<file path="src/shared/gpd_cfg.svh">
`ifndef GPD_CFG_SVH
`define GPD_CFG_SVH

// ----------------------------------------
// port geometry
// ----------------------------------------
`define GPD_WIDTH      8
`define GPD_ADDR_W     2

// ----------------------------------------
// register offsets (register index)
// ----------------------------------------
`define GPD_OFS_DIR    2'h0
`define GPD_OFS_LATCH  2'h1
`define GPD_OFS_PIN    2'h2

// ----------------------------------------
// reset values and read patterns
// ----------------------------------------
`define GPD_DIR_RST    8'h00
`define GPD_LATCH_RST  8'h00
`define GPD_OE_N_RST   8'hFF
`define GPD_DIR_RDVAL  8'hA5
`define GPD_UNMAP_RD   8'h00

// ----------------------------------------
// timing
// ----------------------------------------
`define GPD_SYNC_STAGES 3

`endif

</file>
<file path="src/shared/gpd_pkg.sv">
`include "gpd_cfg.svh"

package gpd_pkg;

   // ----------------------------------------
   // register bus request, one cycle long
   // ----------------------------------------
   typedef struct packed {
      logic                   wr;
      logic                   rd;
      logic [`GPD_ADDR_W-1:0] addr;
      logic [`GPD_WIDTH-1:0]  wdata;
   } gpd_bus_req_t;

   // ----------------------------------------
   // all state of the port block outside the pin synchroniser
   // ----------------------------------------
   typedef struct packed {
      logic [`GPD_WIDTH-1:0] dir;
      logic [`GPD_WIDTH-1:0] oe_n;
      logic [`GPD_WIDTH-1:0] latch;
      logic [`GPD_WIDTH-1:0] rdata;
   } gpd_state_t;

endpackage

</file>
<file path="src/rtl/gpd_pin_sync.sv">
`timescale 1ns/1ns
`default_nettype none

module gpd_pin_sync #(
   parameter int WIDTH = 8
) (
   input  wire logic             clock,
   input  wire logic             reset,
   input  wire logic [WIDTH-1:0] pin_in,
   output logic      [WIDTH-1:0] level
);

   // ----------------------------------------
   // state: three stages plus accepted level
   // ----------------------------------------
   typedef struct packed {
      logic [WIDTH-1:0] s1;
      logic [WIDTH-1:0] s2;
      logic [WIDTH-1:0] s3;
      logic [WIDTH-1:0] lvl;
   } gpd_sync_t;

   gpd_sync_t sync_ff;
   gpd_sync_t nxt_sync;

   // s1 feeds only s2; a level is accepted once s2 and s3 agree
   always_comb begin
      nxt_sync    = sync_ff;
      nxt_sync.s1 = pin_in;
      nxt_sync.s2 = sync_ff.s1;
      nxt_sync.s3 = sync_ff.s2;
      for (int i = 0; i < WIDTH; i++) begin
         if (sync_ff.s2[i] == sync_ff.s3[i]) begin
            nxt_sync.lvl[i] = sync_ff.s3[i];
         end
      end
   end

   // state register
   always_ff @(posedge clock) begin
      if (reset) begin
         sync_ff <= '0;
      end else begin
         sync_ff <= nxt_sync;
      end
   end

   assign level = sync_ff.lvl;

endmodule

`default_nettype wire

</file>
<file path="src/rtl/gpd_port.sv">
`timescale 1ns/1ns
`default_nettype none

`include "gpd_cfg.svh"

module gpd_port
   import gpd_pkg::*;
(
   input  wire logic                  clock,
   input  wire logic                  reset,
   input  wire gpd_bus_req_t          bus_req,
   output logic      [`GPD_WIDTH-1:0] rdata,
   input  wire logic [`GPD_WIDTH-1:0] pin_in,
   output logic      [`GPD_WIDTH-1:0] pin_out,
   output logic      [`GPD_WIDTH-1:0] pin_oe_n
);

   // ----------------------------------------
   // declarations
   // ----------------------------------------
   gpd_state_t            st_ff;
   gpd_state_t            nxt_st;
   logic [`GPD_WIDTH-1:0] pin_level;

   logic                  wr_dir;
   logic                  wr_latch;
   logic                  rd_dir;
   logic                  rd_latch;
   logic                  rd_pin;

   // ----------------------------------------
   // pin input synchroniser
   // ----------------------------------------
   // pins are asynchronous to clock, so every pin
   // level passes three stages before software sees it
   gpd_pin_sync #(
      .WIDTH (`GPD_WIDTH)
   ) u_sync (
      .clock  (clock),
      .reset  (reset),
      .pin_in (pin_in),
      .level  (pin_level)
   );

   // ----------------------------------------
   // address decode
   // ----------------------------------------
   // strobes never overlap, so no priority between them
   always_comb begin
      wr_dir   = 1'b0;
      wr_latch = 1'b0;
      rd_dir   = 1'b0;
      rd_latch = 1'b0;
      rd_pin   = 1'b0;
      if (bus_req.addr == `GPD_OFS_DIR) begin
         wr_dir = bus_req.wr;
         rd_dir = bus_req.rd;
      end else if (bus_req.addr == `GPD_OFS_LATCH) begin
         wr_latch = bus_req.wr;
         rd_latch = bus_req.rd;
      end else if (bus_req.addr == `GPD_OFS_PIN) begin
         rd_pin = bus_req.rd;
      end
   end

   // ----------------------------------------
   // next state
   // ----------------------------------------
   always_comb begin
      nxt_st       = st_ff;
      // read data stands for one cycle only
      nxt_st.rdata = '0;

      // a whole byte is taken on every direction or latch write; no bit
      // access exists, so a bit instruction is software's
      // own read-alter-write of the full byte
      if (wr_dir) begin
         nxt_st.dir  = bus_req.wdata;
         // enable is active low: 1 in direction drives the pin
         nxt_st.oe_n = ~bus_req.wdata;
      end

      // latch is written whatever the direction; it
      // reaches the pin once the pin becomes an output
      if (wr_latch) begin
         nxt_st.latch = bus_req.wdata;
      end

      // read return; the stored direction is never shown,
      // so a bit instruction on it corrupts other bits
      if (rd_dir) begin
         nxt_st.rdata = `GPD_DIR_RDVAL;
      end else if (rd_latch) begin
         nxt_st.rdata = st_ff.latch;
      end else if (rd_pin) begin
         // true pin level, also for output pins
         nxt_st.rdata = pin_level;
      end else if (bus_req.rd) begin
         nxt_st.rdata = `GPD_UNMAP_RD;
      end
   end

   // ----------------------------------------
   // state register
   // ----------------------------------------
   // synchronous reset: every pin lets go on the first
   // edge that sees reset, before any software access
   always_ff @(posedge clock) begin
      if (reset) begin
         st_ff.dir   <= `GPD_DIR_RST;
         st_ff.oe_n  <= `GPD_OE_N_RST;
         st_ff.latch <= `GPD_LATCH_RST;
         st_ff.rdata <= '0;
      end else begin
         st_ff <= nxt_st;
      end
   end

   // ----------------------------------------
   // outputs, straight from flip-flops
   // ----------------------------------------
   // no logic after the flops, so the pins carry no
   // decode glitches while the bus is busy
   // eight pins, each with its own enable
   assign pin_out  = st_ff.latch;
   assign pin_oe_n = st_ff.oe_n;
   assign rdata    = st_ff.rdata;
endmodule

`default_nettype wire

</file>
<file path="config.mk">
export PLATFORM = sky130hd
export DESIGN_NAME = gpd_port
export DESIGN_NICKNAME = d
export VERILOG_FILES = /design/src/shared/gpd_pkg.sv /design/src/rtl/gpd_pin_sync.sv /design/src/rtl/gpd_port.sv
export VERILOG_INCLUDE_DIRS = /design/src /design/src/shared
export SDC_FILE = /design/constraint.sdc
export NUM_CORES = 1
export LEC_CHECK = 0
export ABC_AREA = 0
export BUFFER_PORTS_ARGS = -buffer_cell sky130_fd_sc_hd__buf_2
export CAP_MARGIN = 20
export CORE_MARGIN = 2
export CORE_UTILIZATION = 55
export DETAILED_ROUTE_END_ITERATION = 12
export PLACE_DENSITY = 0.78
export SYNTH_ARGS = -nofsm -noshare
export SYNTH_HDL_FRONTEND = slang
export SYNTH_SLANG_ARGS = --single-unit
</file>
<file path="constraint.sdc">
create_clock -name clock -period 4.1 [get_ports clock]
set_input_delay 1.23 -clock clock [delete_from_list [all_inputs] [get_ports clock]]
set_output_delay 1.23 -clock clock [all_outputs]
set_load 0.02 [all_outputs]
</file>
# ---- Yosys cells after proc, flatten, opt, wreduce, memory -nomap -nowiden
# Cells that the tools add are included.
dict set report classes {
  eq_ne 10
  n_mux 12
  bitwise_logic 1
  n_reduce_logical 2
}
# op n
set ops {}
lappend ops {{$mux W8} 3}
lappend ops {{$mux W1} 9}
lappend ops {{$eq A1 B1 Y1} 8}
lappend ops {{$not A8 Y8} 1}
lappend ops {{$eq A2 B1 Y1 const B} 1}
lappend ops {{$eq A2 B2 Y1 const B} 1}
lappend ops {{$logic_not A2 Y1} 1}
lappend ops {{$reduce_or A2 Y1} 1}
dict set report totals {
  out_inout_bits 24
  input_bits 22
  wordCells 40
  regBits 56
}

# ---- Logic depth before layout (Yosys ltp)
dict set report logic_depth {
  depth_word 7
  depth_mapped 6
  ltp_nobuf 3
}

# ---- Hierarchy
# Synthesis repeated with hierarchy kept, for this count alone.
dict set report hier_totals {
  hier_cells 192
  area_unflattened_um2 1894.3
}
# mod area_each_um2 cells_each n_inst seq_area_each_um2
set modules_own_cells {}
lappend modules_own_cells {gpd_pin_sync 983.4 91 1 640.6}
lappend modules_own_cells {gpd_port 910.9 101 1 480.5}

# ---- Worst setup path after synthesis
# Ideal clock, no wire load.
dict set report synth_path {
  kind {in2reg}
  from {input port bus_req[8] in the netlist's numbering}
  to {register st_ff, in the netlist pin_oe_n[0]}
  t_arrival_ps 2242
  t_required_ps 3980
  path_buffers 3
  cell_stages 5
  path_slack_ps 1739
  cell_sequence {buf_6 > or3b_1 > buf_6 > buf_6 > a211o_1}
}
dict set report synth_via {
  elab_chain_cells 2
}
# item line
set synth_lines {}
lappend synth_lines {{start, declared} gpd_port.sv:11} ;# input wire gpd_bus_req_t bus_req,
lappend synth_lines {{$logic_not A2 Y1 (no line)} --}
lappend synth_lines {{$mux W1} gpd_port.sv:55} ;# if (bus_req.addr == `GPD_OFS_DIR) begin
lappend synth_lines {{end signal, assigned} gpd_port.sv:115} ;# st_ff <= nxt_st;
lappend synth_lines {{end, declared} gpd_port.sv:21} ;# gpd_state_t st_ff;
# No other way between the ends.
# A chain may end at the register's enable or synchronous reset.

# ---- Final worst setup path
dict set report layout_path {
  from {register st_ff, in the netlist pin_out[6]}
  to {output port pin_out[6]}
}
# item line
set layout_lines {}
lappend layout_lines {{end, declared} gpd_port.sv:14} ;# output logic [`GPD_WIDTH-1:0] pin_out,
# No word-level cell between the ends.

==> flow_summary.toml <==
[status]
status = "finished clean"

[critical_path]
worst_ep_arrival_time_ps = 940
rr_startpoint = "u_sync.level[0]$_SDFFE_PP0N_"
cp_data_required_time_ps = 2870
cp-end-kind = "primary output"
slowest_delay_ps = 410
slowest_stage = "dfxtp_1"
worstReg2RegEnd = "rdata[0]$_SDFF_PP0_"
worstPathCellList = "buf_2"
rr_worst_depth = 3
path_delay_family = "flip-flops"
path_max_fanout = 3
crit_buf_inv = 1
regToRegSetupSlack_ps = 3330
crit_type = "register to primary output"
setup.worst_path.start_class = "register"

[floorplan]
ios = 46
die_y_um = 61.6
core_area_um2 = 3100
initial_core_util = 0.588
dieArea_um2 = 3800
rows = 20
die_width_um = 61.6

[sta]
tns_ps = 0
rsz0062_at_grt = "no"
hold_viol = 0
setup_viol_count_final = 0
slew_viol_final = 0
fmax_mhz = 460
setup_slack_ps = 1930
min_period_ps = 2170
hold_ws_ps = 452
max_slew_margin = 0.476
max_slew.worst_pin.slew_ps = 786
fin_crit_sh = 0.530
fin_skew_ps = 4.62

[job]
maxCapViolCount = 0

[global_route]
grt_max_degree = 50
grt_busiest_layer = "met2"
gr-usage-met2 = 0.320
grt_pass1_vias = 1203
grtUsageMet1 = 0.224
grt_use_total = 0.187
antenna_found_initial = 0
met3_usage = 0.0378
grt_pass1_wl_um = 5060
grt_overflow = 0

[min_path]
min_path_type = "register to register"
min_from = "u_sync.nxt_sync[19]$_SDFF_PP0_"
min_to = "u_sync.nxt_sync[11]$_SDFF_PP0_"
worstHoldPathCells = 1

[clock_tree]
clkLatencyLatePin_ps = 350
cts_setup_buffers = 0
cts.repair.resized = 0
cts-root-buf = "clkbuf_4"
htreeDepth = 2
numCtsBuffers = 5
clk_pin_slew_ps = 130
cts_tree = "built"
clock_path_buffers = 2
cts.sinks = 56
ctsHoldBuffers = 0

[power]
peakVddDrop_mv = 0.262
p_leak_nw = 0.863
pwr_density_cell_nw_per_um2 = 412

[placement]
io_buffers = 45
dp_hpwl_um = 2470
gp_congestion = 0.809
post-place-ws_ps = 1640

[synth]
yosys.area.top_type = "dfxtp_1"
syn_avg_cell_area_um2 = 9.87
seq_area_frac_synth = 0.614
synth.most_common_cell = "dfxtp_1"
syn_inst = 185
async_flop_share = 0
yosysWarningCount = 0
syn_area_um2 = 1830
synth_area_leaders = "dfxtp_1 (61%), nor2b_1 (8.6%), a21oi_1 (5.5%)"
synth_nets = 207
synth_top_area_share = 0.614
yosys_register_bits = 56
synth_edf_count = 0
synth_commonest_cells = "dfxtp_1 (56), nor2b_1 (25), nand2_1 (24), a21oi_1 (20), nor2_1 (12)"
ys.flop_type = "dfxtp_1"
synth_cell_types = 18

[layout]
area_growth_pct = 15.1
drive_gt1_frac = 0.225
diodes = 0
nets = 248
fill_cells = 286

[route]
drc = 0
ant_nets = 0
wirelength_um = 3300
via_count = 1358
wl_per_cell_um = 12.2
via_per_inst = 5.01
drt_iter0_drc = 75
dr.pass1.iters = 4
stage by stage:
stage / std cells / power [mW] / util / instance area, um^2
floorplan: 185 / 0.623 / - / 1830
global placement: 263 / 0.642 / 0.658 / 2040
detailed placement: 263 / 0.646 / 0.658 / 2040
CTS: 271 / 0.871 / 0.677 / 2100
global route: 271 / 0.904 / 0.677 / 2100
finish: 271 / 0.866 / 0.677 / 2100
flip-flops by register name, summed over array words and instances (netlist names):
signal / flops
u_sync.nxt_sync: 16
pin_oe_n: 8
pin_out: 8
rdata: 8
u_sync.level: 8
u_sync.sync_ff: 8
power by group:
group          internal, mW  total (mW)  switching, mW
sequential            0.562       0.570        0.00812
clock                0.0851       0.232          0.147
combinational        0.0266      0.0633         0.0367
cell usage in the layout, fill, tap and decap left out:
cell type	netlist	final
dfxtp_1	56	56
buf_2	0	45
nor2b_1	25	25
nand2_1	24	24
a21oi_1	20	20
nor2_1	12	12
a211o_1	8	8
o21ai_0	8	8
nand2b_1	5	5
clkbuf_4	0	5
inv_1	4	4
a21o_1	4	4
a22oi_1	4	4
clkbuf_1	6	2
or3b_1	1	1
and3b_1	1	1
nand3b_1	1	1
and2b_1	1	1
clkbuf_8	0	1
per-layer routing:
| metal | part of all wire | routed length [um] | vias to the layer above |
|---|---|---|---|
| li1 | - | - | 689 |
| met1 | 0.42 | 1390 | 633 |
| met2 | 0.52 | 1730 | 31 |
| met3 | 0.042 | 138 | 5 |
| met4 | 0.012 | 38 | 0 |
| met5 | 0 | 0 | - |
how the worst max path moves through the flow:
stage,endpoint,cells past startpoint,slack [ps],startpoint
finish,pin_out[6],1,1930,pin_out[6]$_SDFFE_PP0P_
global route,pin_out[6],1,1880,pin_out[6]$_SDFFE_PP0P_
CTS,pin_out[6],1,1930,pin_out[6]$_SDFFE_PP0P_
detailed placement,pin_oe_n[7]$_SDFFE_PP1P_,3,1640,bus_req[8]
global placement,pin_oe_n[1]$_SDFFE_PP1P_,3,1690,bus_req[8]
floorplan,pin_oe_n[0]$_SDFFE_PP1P_,5,1740,bus_req[8]
kinds of logic (layout without fill, tap and decap cells):
| group | after synthesis | after routing | share of synthesized area |
|---|---|---|---|
| AOI/OAI and AO/OA | 44 | 44 | 0.148 |
| buffers and inverters | 15 | 57 | 0.0432 |
| DFF | 56 | 56 | 0.614 |
| and+or+nand+nor | 70 | 70 | 0.195 |
layout make-up:
type | instances | area [um^2] | share of cell area
tap | 44 | 55.1 | 0.0262
clock buffer | 8 | 58.8 | 0.0280
sequential | 56 | 1120 | 0.534
timing repair buffer | 45 | 225 | 0.107
inverter | 4 | 15.0 | 0.00715
multi-input combinational | 114 | 626 | 0.298
No activity file was read; power rests on OpenSTA's default activity.
